**src/timer_pkg.sv**
```systemverilog
/*
  Constants for the asynchronous 8-bit timer: register offsets, bit positions,
  reset values and cycle counts. Assumes a single 25 MHz processor clock.
*/
`default_nettype none
package timer_pkg;
  localparam int ADDR_W = 3;
  localparam logic [2:0] A_COUNT = 3'h0;
  localparam logic [2:0] A_COMPARE = 3'h1;
  localparam logic [2:0] A_CONTROL = 3'h2;
  localparam logic [2:0] A_ASYNC = 3'h3;
  localparam logic [2:0] A_IRQ_EN = 3'h4;
  localparam logic [2:0] A_IRQ_FLAGS = 3'h5;
  localparam logic [2:0] A_SPECIAL = 3'h6;
  // Holding register index equals its busy bit position
  localparam int H_COUNT = 2;
  localparam int H_COMPARE = 1;
  localparam int H_CONTROL = 0;
  localparam int ASYNC_SEL_BIT = 3;
  localparam int CMP_BIT = 1;
  localparam int OVF_BIT = 0;
  localparam int SYNC_HOLD_BIT = 7;
  localparam int PSR_T0_BIT = 1;
  localparam int PSR_OTHERS_BIT = 0;
  localparam int WGM0_BIT = 6;
  localparam int WGM1_BIT = 3;
  localparam int COM_LSB = 4;
  localparam int PSC_W = 10;
  localparam logic [7:0] REG_RESET = 8'h00;
  localparam logic [7:0] COUNT_MAX = 8'hff;
  localparam logic [7:0] COUNT_BOTTOM = 8'h00;
  localparam logic [1:0] MODE_NORMAL = 2'h0;
  localparam logic [1:0] MODE_PHASE = 2'h1;
  localparam logic [1:0] MODE_CTC = 2'h2;
  localparam logic [1:0] MODE_FAST = 2'h3;
  localparam int FLAG_SYNC_CYCLES = 3;
  localparam logic [2:0] STALL_CYCLES = 3'h4;
endpackage : timer_pkg
`default_nettype wire
```
**src/async_timer.sv**
```systemverilog
/*
  Asynchronous clocking support of an 8-bit timer: holding registers, busy
  flags, flag synchronisation, wake-up, prescaler and synchronisation mode.
  Assumes the processor clock runs over four times the oscillator rate and
  that the oscillator input is a level sampled on ref_clk.
*/
// Notes on behaviour
// - Writes land in a holding register, committed after two oscillator edges.
// - Counter, compare and control each own a separate holding register.
// - Compare match is suppressed while counter or compare write pends.
// - Interrupt logic needs one oscillator cycle to rearm after wake-up.
// - Oscillator runs in all sleep states except the deepest ones.
// - Timer contents are undefined after waking from deepest sleep.
// - Timer interrupt in light sleep starts wake-up on next timer cycle.
// - After timer wake-up the processor stalls four cycles.
// - Async counter reads use a copy refreshed on each oscillator rising edge outside sleep.
// - Flag synchronisation takes three processor cycles plus one timer cycle.
// - Compare output changes on the timer clock, not the processor clock.
// - Mask bit 1 enables compare, bit 0 overflow; both gated globally.
// - Compare flag sets on match; cleared by vector or writing one.
// - Overflow flag sets on overflow, or at bottom turnaround in phase PWM.
// - Default source is processor clock; async select uses oscillator pin.
// - Prescaler gives 1, 8, 32, 64, 128, 256, 1024 and stop; resettable.
// - Sync hold mode keeps prescaler resets; clearing it releases them.
// - Busy flags set on write in async mode, clear on commit.
// - Compare and control reads return holding value; counter reads timer.
// - Prescaler reset self-clears, in async after reset occurs, never in hold.
`default_nettype none
module async_timer
  import timer_pkg::*;
(
  input wire logic ref_clk,
  input wire logic reset,
  input wire logic [ADDR_W-1:0] addr,
  input wire logic [7:0] wdata,
  input wire logic wr,
  input wire logic rd,
  output logic [7:0] rdata,
  input wire logic osc_in_pin,
  input wire logic global_irq_enable,
  input wire logic ack_compare,
  input wire logic ack_overflow,
  input wire logic sleep_light,
  input wire logic sleep_deep,
  output logic irq_compare,
  output logic irq_overflow,
  output logic wake_request,
  output logic cpu_stall,
  output logic compare_output_pin,
  output logic osc_enable,
  output logic osc_pins_detached,
  output logic prescaler_reset_others
);

  logic osc_s1, osc_s2, osc_s3;
  logic osc_edge;
  logic async_clock_select;
  logic [2:0] wr_reg;
  logic [7:0] hold [3];
  logic [2:0] busy;
  logic [2:0] seen;
  logic [2:0] commit;
  logic [7:0] count_value, compare_value, timer_control, count_copy;
  logic [7:0] timer_interrupt_enable;
  logic [1:0] flags;
  logic sync_hold_mode, prescaler_reset_t0;
  logic [PSC_W-1:0] psc;
  logic src_tick, tick, match, load_cnt, blk, dir_down;
  logic [1:0] mode, com;
  logic [7:0] top;
  logic ev_cmp, ev_ovf;
  logic [1:0] pend, inject, delivered;
  logic [1:0] fsync [FLAG_SYNC_CYCLES];
  logic armed;
  logic [2:0] stall_cnt;

  function automatic logic div_hit(input logic [2:0] cs, input logic [PSC_W-1:0] p);
    case (cs)
      3'h1: div_hit = 1'b1;
      3'h2: div_hit = &p[2:0];
      3'h3: div_hit = &p[4:0];
      3'h4: div_hit = &p[5:0];
      3'h5: div_hit = &p[6:0];
      3'h6: div_hit = &p[7:0];
      3'h7: div_hit = &p[9:0];
      default: div_hit = 1'b0;
    endcase
  endfunction : div_hit

  // Oscillator pin synchroniser; the second and third stages feed edge logic
  always_ff @(posedge ref_clk) begin
    if (reset) begin
      osc_s1 <= 1'b0;
      osc_s2 <= 1'b0;
      osc_s3 <= 1'b0;
    end else begin
      osc_s1 <= osc_in_pin;
      osc_s2 <= osc_s1;
      osc_s3 <= osc_s2;
    end
  end

  assign osc_edge = osc_s2 & ~osc_s3 & osc_enable;
  assign src_tick = async_clock_select ? osc_edge : 1'b1;

  always_comb begin
    wr_reg = 3'h0;
    wr_reg[H_COUNT] = wr && addr == A_COUNT;
    wr_reg[H_COMPARE] = wr && addr == A_COMPARE;
    wr_reg[H_CONTROL] = wr && addr == A_CONTROL;
  end

  always_ff @(posedge ref_clk) begin
    if (reset) begin
      async_clock_select <= 1'b0;
      osc_enable <= 1'b0;
      osc_pins_detached <= 1'b0;
    end else begin
      if (wr && addr == A_ASYNC) begin
        async_clock_select <= wdata[ASYNC_SEL_BIT];
      end
      osc_enable <= async_clock_select && !sleep_deep;
      osc_pins_detached <= async_clock_select;
    end
  end

  // Holding registers, one per destination, each with its own busy flag
  always_ff @(posedge ref_clk) begin
    for (int i = 0; i < 3; i++) begin
      if (reset) begin
        hold[i] <= REG_RESET;
        busy[i] <= 1'b0;
        seen[i] <= 1'b0;
      end else if (wr_reg[i]) begin
        hold[i] <= wdata;
        busy[i] <= async_clock_select;
        seen[i] <= 1'b0;
      end else if (busy[i] && osc_edge) begin
        seen[i] <= 1'b1;
        if (seen[i]) begin
          busy[i] <= 1'b0;
        end
      end
    end
  end

  assign commit = busy & seen & {3{osc_edge}};

  always_ff @(posedge ref_clk) begin
    if (reset) begin
      compare_value <= REG_RESET;
      timer_control <= REG_RESET;
    end else begin
      if (!async_clock_select && wr_reg[H_COMPARE]) begin
        compare_value <= wdata;
      end else if (commit[H_COMPARE]) begin
        compare_value <= hold[H_COMPARE];
      end
      if (!async_clock_select && wr_reg[H_CONTROL]) begin
        timer_control <= wdata;
      end else if (commit[H_CONTROL]) begin
        timer_control <= hold[H_CONTROL];
      end
    end
  end

  // Special function register: sync hold mode and prescaler resets
  always_ff @(posedge ref_clk) begin
    if (reset) begin
      sync_hold_mode <= 1'b0;
      prescaler_reset_t0 <= 1'b0;
      prescaler_reset_others <= 1'b0;
    end else if (wr && addr == A_SPECIAL) begin
      sync_hold_mode <= wdata[SYNC_HOLD_BIT];
      prescaler_reset_t0 <= wdata[PSR_T0_BIT];
      prescaler_reset_others <= wdata[PSR_OTHERS_BIT];
    end else if (!sync_hold_mode) begin
      prescaler_reset_others <= 1'b0;
      if (src_tick) begin
        prescaler_reset_t0 <= 1'b0;
      end
    end
  end

  always_ff @(posedge ref_clk) begin
    if (reset) begin
      psc <= '0;
    end else if (src_tick) begin
      psc <= prescaler_reset_t0 ? '0 : psc + 1'b1;
    end
  end

  assign tick = src_tick && !prescaler_reset_t0
              && div_hit(timer_control[2:0], psc);
  assign mode = {timer_control[WGM1_BIT], timer_control[WGM0_BIT]};
  assign com = timer_control[COM_LSB+1:COM_LSB];
  assign top = (mode == MODE_CTC) ? compare_value : COUNT_MAX;
  assign load_cnt = async_clock_select ? commit[H_COUNT] : wr_reg[H_COUNT];
  assign match = count_value == compare_value && !blk
               && !busy[H_COMPARE] && !busy[H_COUNT];

  // Counter, compare output and raw events, all advanced by the timer tick
  always_ff @(posedge ref_clk) begin
    if (reset) begin
      count_value <= REG_RESET;
      dir_down <= 1'b0;
      blk <= 1'b0;
      compare_output_pin <= 1'b0;
      ev_cmp <= 1'b0;
      ev_ovf <= 1'b0;
    end else begin
      ev_cmp <= 1'b0;
      ev_ovf <= 1'b0;
      if (load_cnt) begin
        count_value <= async_clock_select ? hold[H_COUNT] : wdata;
        blk <= 1'b1;
      end else if (tick) begin
        blk <= 1'b0;
        ev_cmp <= match;
        if (mode == MODE_PHASE) begin
          if (!dir_down && count_value == COUNT_MAX) begin
            dir_down <= 1'b1;
            count_value <= count_value - 1'b1;
          end else if (dir_down && count_value == COUNT_BOTTOM) begin
            dir_down <= 1'b0;
            ev_ovf <= 1'b1;
            count_value <= count_value + 1'b1;
          end else begin
            count_value <= dir_down ? count_value - 1'b1 : count_value + 1'b1;
          end
          if (match && com[1]) begin
            compare_output_pin <= com[0] ^ dir_down;
          end
        end else begin
          ev_ovf <= count_value == COUNT_MAX;
          count_value <= (count_value == top) ? COUNT_BOTTOM : count_value + 1'b1;
          if (mode == MODE_FAST) begin
            if (com[1] && match) begin
              compare_output_pin <= com[0];
            end else if (com[1] && count_value == top) begin
              compare_output_pin <= !com[0];
            end
          end else if (match) begin
            case (com)
              2'h1: compare_output_pin <= !compare_output_pin;
              2'h2: compare_output_pin <= 1'b0;
              2'h3: compare_output_pin <= 1'b1;
              default: compare_output_pin <= compare_output_pin;
            endcase
          end
        end
      end
    end
  end

  // Events wait one timer cycle, then three processor cycles, before flagging
  assign inject = async_clock_select ? (osc_edge ? pend : 2'h0) : {ev_cmp, ev_ovf};
  assign delivered = fsync[FLAG_SYNC_CYCLES-1];

  always_ff @(posedge ref_clk) begin
    if (reset) begin
      pend <= 2'h0;
      for (int i = 0; i < FLAG_SYNC_CYCLES; i++) begin
        fsync[i] <= 2'h0;
      end
    end else begin
      if (osc_edge || !async_clock_select) begin
        pend <= {ev_cmp, ev_ovf};
      end else begin
        pend <= pend | {ev_cmp, ev_ovf};
      end
      fsync[0] <= inject;
      for (int i = 1; i < FLAG_SYNC_CYCLES; i++) begin
        fsync[i] <= fsync[i-1];
      end
    end
  end

  // Flags: a hardware set wins over a clear in the same cycle
  always_ff @(posedge ref_clk) begin
    if (reset) begin
      flags <= 2'h0;
    end else begin
      flags[CMP_BIT] <= delivered[CMP_BIT] || (flags[CMP_BIT] && !ack_compare
        && !(wr && addr == A_IRQ_FLAGS && wdata[CMP_BIT]));
      flags[OVF_BIT] <= delivered[OVF_BIT] || (flags[OVF_BIT] && !ack_overflow
        && !(wr && addr == A_IRQ_FLAGS && wdata[OVF_BIT]));
    end
  end

  always_ff @(posedge ref_clk) begin
    if (reset) begin
      timer_interrupt_enable <= REG_RESET;
      irq_compare <= 1'b0;
      irq_overflow <= 1'b0;
    end else begin
      if (wr && addr == A_IRQ_EN) begin
        timer_interrupt_enable <= wdata;
      end
      irq_compare <= flags[CMP_BIT] && timer_interrupt_enable[CMP_BIT]
                  && global_irq_enable;
      irq_overflow <= flags[OVF_BIT] && timer_interrupt_enable[OVF_BIT]
                   && global_irq_enable;
    end
  end

  // Wake-up from light sleep, rearm after one oscillator cycle, then stall
  always_ff @(posedge ref_clk) begin
    if (reset) begin
      wake_request <= 1'b0;
      armed <= 1'b1;
      stall_cnt <= 3'h0;
      cpu_stall <= 1'b0;
    end else begin
      wake_request <= sleep_light && armed && !wake_request
                   && |(delivered & timer_interrupt_enable[1:0]);
      if (wake_request) begin
        armed <= 1'b0;
      end else if (osc_edge) begin
        armed <= 1'b1;
      end
      if (wake_request) begin
        stall_cnt <= STALL_CYCLES;
        cpu_stall <= 1'b1;
      end else if (stall_cnt > 3'h1) begin
        stall_cnt <= stall_cnt - 1'b1;
      end else begin
        stall_cnt <= 3'h0;
        cpu_stall <= 1'b0;
      end
    end
  end

  // Counter copy seen by the processor; frozen while its clock sleeps
  always_ff @(posedge ref_clk) begin
    if (reset) begin
      count_copy <= REG_RESET;
    end else if (osc_edge && !sleep_light && !sleep_deep) begin
      count_copy <= count_value;
    end
  end

  always_ff @(posedge ref_clk) begin
    if (reset) begin
      rdata <= 8'h00;
    end else if (rd) begin
      case (addr)
        A_COUNT: rdata <= async_clock_select ? count_copy : count_value;
        A_COMPARE: rdata <= hold[H_COMPARE];
        A_CONTROL: rdata <= hold[H_CONTROL];
        A_ASYNC: rdata <= {4'h0, async_clock_select, busy};
        A_IRQ_EN: rdata <= timer_interrupt_enable;
        A_IRQ_FLAGS: rdata <= {6'h00, flags};
        A_SPECIAL: rdata <= {sync_hold_mode, 5'h00, prescaler_reset_t0,
                             prescaler_reset_others};
        default: rdata <= 8'h00;
      endcase
    end else begin
      rdata <= 8'h00;
    end
  end
endmodule : async_timer
`default_nettype wire

```
**config.mk**
```make
export PLATFORM = sky130hd
export DESIGN_NAME = async_timer
export DESIGN_NICKNAME = d
export VERILOG_FILES = /design/src/timer_pkg.sv /design/src/async_timer.sv
export SDC_FILE = /design/constraint.sdc
export NUM_CORES = 1
export LEC_CHECK = 0
export ABC_AREA = 1
export BUFFER_PORTS_ARGS = -buffer_cell sky130_fd_sc_hd__buf_2
export CORE_MARGIN = 2
export CORE_UTILIZATION = 60
export DETAILED_ROUTE_END_ITERATION = 6
export GPL_TIMING_DRIVEN = 1
export PLACE_DENSITY = 0.86
export SLEW_MARGIN = 10
export SYNTH_ARGS = -nofsm -noshare
export SYNTH_HDL_FRONTEND = slang
export SYNTH_SLANG_ARGS = --single-unit
export TNS_END_PERCENT = 30
```
**constraint.sdc**
```tcl
create_clock -name ref_clk -period 2.1 [get_ports ref_clk]
set_clock_uncertainty 0.05 [all_clocks]
set_input_delay 0.315 -clock ref_clk [delete_from_list [all_inputs] [get_ports ref_clk]]
set_output_delay 0.315 -clock ref_clk [all_outputs]
set_load 0.02 [all_outputs]
```
* After elaboration in Yosys (flattened, before gate mapping)
Memories as Yosys holds them, arrays and structs flattened.
Index checks and enable logic that the tools add are counted.
** Storage, ports and cells
- Bits in registers :: 89
- Bits in latches :: 0
- RAM bits :: 30
- ROM bits :: 0
- Word-level logic and storage cells :: 251
- Memories :: 2
** Memory list
- hold :: depth 3, width 8, rd ports 3, clocked after memory_dff 0, wr ports 3, RTL line async_timer.sv:59 : logic [7:0] hold [3];
- fsync :: depth 3, width 2, rd ports 3, clocked after memory_dff 0, wr ports 3, RTL line async_timer.sv:73 : logic [1:0] fsync [FLAG_SYNC_CYCLES];
** Cells by class
- $add $sub $neg :: 4
- $mul :: 0
- Div/mod/pow operators :: 0
- Order comparisons :: 1
- Eq/ne operators :: 26
- Shifts and indexed selects :: 0
- Mux-type cells :: 74
- Bitwise operators :: 18
- Reductions and logical operators :: 90
** Operator list (count)
- $mux W8 :: 15
- $pmux W8 S7 :: 1
- $mux W1 :: 45
- $logic_and A1 B1 Y1 :: 37
- $reduce_bool A2 Y1 :: 12
- $eq A3 B3 Y1 const B :: 7
- $eq A8 B8 Y1 :: 2
- $logic_not A1 Y1 :: 15
- $mux W7 :: 2
- $eq A3 B2 Y1 const B :: 4
- $mux W2 :: 6
- $reduce_and A6 Y1 :: 2
- $add A10 B1 Y10 const B :: 1
- $mux W10 :: 1
- $reduce_and A10 Y1 :: 1
- $reduce_or A2 Y1 :: 5
- $add A8 B1 Y8 const B :: 1
- $eq A2 B2 Y1 const B :: 4
- $eq A8 B8 Y1 const B :: 1
- $logic_not A8 Y1 :: 1
- $reduce_and A2 Y1 :: 4
- $reduce_and A8 Y1 :: 1
- $sub A8 B1 Y8 const B :: 1
- $pmux W1 S7 :: 1
- other kinds (25) :: 43

* Depth between registers and ports, before layout
- Word-level depth :: 8
- Depth in mapped cells :: 15
- Depth with buffers taken out :: 14

* Worst setup path after synthesis
No wires, ideal clock.
- Path type :: register to register
- Start :: reg psc[0]
- End :: reg count_value[2]
- Setup time :: 0.119 ns
- Arrival :: 1.549 ns
- Required time :: 1.931 ns
- Slack :: 0.382 ns
- Stages on the path, launching flop included :: 12
- Clock period less this slack :: 1.718 ns
- Path through :: dfxtp_1 -> ha_1 -> nand3_1 -> inv_1 -> ha_1 -> o21ai_1 -> a21oi_2 -> nand2_1 -> nand2_2 -> inv_2 -> a21oi_1 -> a21oi_1
** On the way
- Word-level cells in the longest chain between the ends :: 4
** RTL lines
- start, declared :: RTL line async_timer.sv:67 : logic [PSC_W-1:0] psc;
- start signal, assigned :: RTL line async_timer.sv:189 : psc <= prescaler_reset_t0 ? '0 : psc + 1'b1;
- $reduce_and A10 Y1 (tied with other cells) :: RTL line async_timer.sv:85 : 3'h7: div_hit = &p[9:0];
- $pmux W1 S7 (*) :: RTL line async_timer.sv:78 : case (cs)
- $logic_and A1 B1 Y1 (*) :: RTL line async_timer.sv:194 : && div_hit(timer_control[2:0], psc);
- $reduce_bool A2 Y1 (no line) (*)
- end signal, assigned :: RTL line async_timer.sv:215 : count_value <= async_clock_select ? hold[H_COUNT] : wdata;
- end signal, assigned :: RTL line async_timer.sv:223 : count_value <= count_value - 1'b1;
- end signal, assigned :: RTL line async_timer.sv:227 : count_value <= count_value + 1'b1;
- end, declared :: RTL line async_timer.sv:63 : logic [7:0] count_value, compare_value, timer_control, count_copy;
Mark *: on every way between the ends. The rest lies on a longest branch, timed or not.
A chain may end at the register's enable or synchronous reset.

* Worst setup path after layout
- Start :: reg count_value[5]
- End :: reg compare_output_pin
** On the way
- Word-level cells in the longest chain between the ends :: 8
** RTL lines
- parallel branches: the longest is 8 deep, another holds $eq A8 B8 Y1
- end signal, assigned :: RTL line async_timer.sv:232 : compare_output_pin <= com[0] ^ dir_down;
- end signal, assigned :: RTL line async_timer.sv:239 : compare_output_pin <= com[0];
- end signal, assigned :: RTL line async_timer.sv:241 : compare_output_pin <= !com[0];
- end, declared :: RTL line async_timer.sv:49 : output logic compare_output_pin,
Parallel ways; which one is timed is not known.

==> results.md <==
Status:
- The flow ran to the end, and the final reports show no timing, DRC or antenna violations.

Finish:
- The area growth from synthesis to layout is 16.1%.
- After filler insertion, the fill cell instance count of the layout stands at 736.
- Leaving out fill and tap cells, the most frequent cell in the layout is sky130_fd_sc_hd__nand2_1.
- The net count of the finished layout is 879.
- The repair_antennas step left the layout with diodes totalling 0.
- The top cell types in the final layout, fill and taps aside, are sky130_fd_sc_hd__nand2_1, sky130_fd_sc_hd__nor2_1, sky130_fd_sc_hd__dfxtp_1, sky130_fd_sc_hd__inv_1, sky130_fd_sc_hd__a21oi_1.
- The area of all placed cells without fillers is 6850 um^2.
- Cells with a size suffix above 1 make up 15.8% of the layout.

Worst setup path:
- The startpoint of the worst register-to-register path is count_value[5]$_SDFFE_PP0P_.
- The signal on the critical path passes through inv_2, nand2_1, nand2_1, nor3_2, nand3_1, nand2_1, inv_1, nor2_1, nand2_1, nand2_1, nand2_1, nor2_1.
- STA classifies the critical path endpoint as a register.
- The buffers plus inverters on the worst setup path is 2.
- The most frequent cell on the critical path is sky130_fd_sc_hd__nand2_1.
- In this run the worst path has a maximum fanout of 7.
- The worst setup path is launched from a register.
- The setup slack of the worst register-to-register path is 60 ps.
- The worst register-to-register path has a depth of 12.
- The arrival time of data at the critical path endpoint is 2460 ps.
- The slowest stage of the critical path is the sky130_fd_sc_hd__dfxtp_1 cell.
- The largest stage delay on the critical path is 540 ps.
- Tracing the worst setup path back leads to its startpoint at count_value[5]$_SDFFE_PP0P_.
- The class of the most critical setup path is reg2reg.
- The kind of cell with the highest combined delay on the critical path is simple AND/OR/NAND/NOR gates.
- In this run the critical register-to-register path is captured at compare_output_pin$_SDFFE_PP0P_.
- At the worst endpoint, the required time is 2520 ps.

Synth:
- The synthesized area per cell is 7.40 um^2.
- By area the synthesized netlist is led by sky130_fd_sc_hd__dfxtp_1, sky130_fd_sc_hd__edfxtp_1, sky130_fd_sc_hd__nand2_1.
- The Yosys step of the flow raised 0 warnings.
- In this run, distinct cell masters in the synthesized netlist total 49.
- The dominant cell type by area after synthesis is sky130_fd_sc_hd__dfxtp_1.
- The synthesized netlist net count is 826.
- The gate count of the mapped netlist is 797.
- The cell area after synthesis is 5900 um^2.
- The top cell type by area accounts for 32.2% of the synthesized area.
- Counting flops and latches in the post-synthesis netlist gives 119.
- Of the synthesized area, sequential elements account for 44.4%.

Floorplanning:
- The overall die height is 103 um.
- The width of the die is 103 um.
- The starting utilization of the core area is 61.2%.
- Row generation in the floorplan step produced 36 rows.
- The number of I/O pins is 37.
- The area of the core region is 9640 um^2.
- The floorplan step defined a die boundary enclosing 10600 um^2.

Min path:
- In this run the most critical hold path is launched from sleep_light.
- The worst hold path passes through 3 cells.
- The terminating pin of the worst hold path is wake_request$_SDFF_PP0_.
- The type of the tightest min-delay check is in2reg.

Power and ir drop:
- The ratio of total power to cell area is 836 nW/um^2.
- Across the VDD grid, the largest voltage drop is 0.700 mV.
- Total power for the finished layout comes to 5.72 mW.
- Cell internal power was estimated by the tool at 4.19 mW.
- In this run the power spent charging and discharging nets is 1.54 mW.
- The clock share of power is 45.4%.
- The share of total power consumed by net switching is 26.9%.
- The fraction of power consumed by sequential logic is 43.6%.
- The part of the total power dissipated in combinational logic is 11.0%.
- The leakage power total is 2.93 nW.

GRT:
- The global-route wire length before repair is 26800 um.
- The via count of the first global-routing pass is 5567.
- Global routing used 33.5% of the available tracks.
- The number of antenna violations at the first check in global routing is 0.
- The largest net degree at the start of global routing is 34.
- The total congestion overflow is 0.

Routing:
- The number of design-rule violations left by the first detailed-router iteration is 597.
- The final layout contains routed wiring with a total length of 16900 um.
- The total iterations of the first detailed-routing run is 6.
- The routed via count is 5744.
- The count of nets left with antenna violations after detail routing is 0.
- The wire length per cell is 17.0 um.
- After detailed routing, the number of remaining DRC violations is 0.
- Dividing the detail-routed via count by the number of cells gives 5.77.

STA:
- The share of the cycle needed by the critical path after routing is 97.0%.
- The pin slew with the least headroom to its limit is 556 ps.
- The final max-slew violation count is 0.
- The total count of hold-check failures in the final report is 0.
- The clock period minus final worst setup slack is 2040 ps.
- The highest clock frequency the design can meet is 491 MHz.
- Setup total negative slack on the finished layout was measured at 0 ps.
- The count of endpoints failing setup in the final report is 0.
- On the final layout, the worst hold slack is 11.7 ps.
- Setup repair after global routing left no endpoint under its margin.
- The final worst-path setup slack is 63.2 ps.
- The worst slew slack as a fraction of its limit is 62.7%.

Placed design:
- The count of buffers added on input and output ports is 36.
- The placed wire-length estimate after detailed placement is 11800 um.
- The final RePlAce weighted congestion is 1.00.
- The worst slack at placement is 130 ps.
- The area of placed instances is 6270 um^2.

Clocking:
- The H-tree was split into 4 levels.
- The total clock buffers created by CTS is 17.
- The clock reaches the later pin of the worst-skew pair after 530 ps.
- After clock tree synthesis, the clock-pin slew on the worst setup and hold paths is 60 ps.
- The buffer type at the clock tree root is sky130_fd_sc_hd__clkbuf_8.
- TritonCTS built the clock tree.
- The clock passes through at most 2 buffers.
- The total number of clock tree sinks is 119.

Job:
- The reported max-cap violation count is 0.
[worst max-delay path by stage]
stage	end	slack, ps	cells after the start
after CTS	count_value[4]$_SDFFE_PP0P_	60	11
final	compare_output_pin$_SDFFE_PP0P_	60	12
after global placement	compare_value[2]$_SDFFE_PP0P_	260	9
after floorplan	count_value[2]$_SDFFE_PP0P_	380	11
after detailed placement	count_value[4]$_SDFFE_PP0P_	130	11
after global routing	count_value[3]$_SDFFE_PP0P_	2	11
[tightest hold or removal path: cells and delay by family]
kind | cells | cell delay [ps]
buffers and inverters | 1 | 110
and+or+nand+nor | 2 | 120
[registers in the layout, summed over array words and instances (netlist names), 6 cells and up]
name / flops
hold: 24
count_copy: 8
rdata: 8
timer_interrupt_enable: 8
fsync: 6
compare_value: 8
timer_control: 7
count_value: 8
psc: 10
[repair_timing]
action | in CTS | in global routing
buffers inserted | 0 | 1
hold buffers | 4 | 0
resized for setup | 0 | 3
setup endpoints to repair | 0 | 7
endpoints found under the hold margin | 5 | 0
[final cells by class]
class | instances | area, um^2 | share of cell area (%)
Clock inverter | 13 | 109 | 1.59
Inverter | 125 | 473 | 6.90
Tap cell | 133 | 166 | 2.43
Timing Repair Buffer | 55 | 345 | 5.04
Multi-Input combinational cell | 532 | 2710 | 39.6
Sequential cell | 119 | 2620 | 38.3
Clock buffer | 19 | 422 | 6.15
[cells by family after synthesis]
family,count (synthesis),synth area share [%]
buf+inv,146,9.69
mux,1,0.170
simple gates,340,26.0
compound gates,173,16.5
flops,119,44.4
fa+ha+maj,8,1.70
xor+xnor,10,1.48
[power groups by stage]
stage	logic (mW)	clock network, mW	registers, mW
3_3_place_gp	0.573	0	2.53
5_1_grt	0.696	2.70	2.50
4_1_cts	0.610	2.60	2.49
6_report	0.628	2.60	2.50
2_1_floorplan	0.420	0	2.52
3_5_place_dp	0.598	0	2.54
[cell usage after synthesis (all sizes together)]
cell type	n
clkbuf	12
ha	8
a221oi	6
edfxtp	24
and3	1
nand2	166
or2	2
clkinv	2
nor4	2
o211a	1
a32oi	1
dfxtp	95
nor3b	1
buf	9
nand3b	2
nor2	102
a21oi	67
o21ba	1
a31oi	3
mux2i	1
nand4	9
o31ai	6
a211oi	5
o21ai	61
o22ai	19
nand3	36
inv	123
a21boi	1
nor3	19
xnor2	3
xor2	7
o211ai	2
[stage by stage]
stage	util [%]	instances
global placement	65.0	959
CTS	70.9	995
detailed placement	65.0	959
global route	71.1	996
floorplan	-	797
finish	71.1	996
[metal layers]
layer / global-route usage, % / share of wire [%]
met5: 0 / 0
met4: 14.5 / 3.0
met3: 10.5 / 11
met2: 55.2 / 48
met1: 40.6 / 38
No activity file was read; power rests on OpenSTA's default activity.
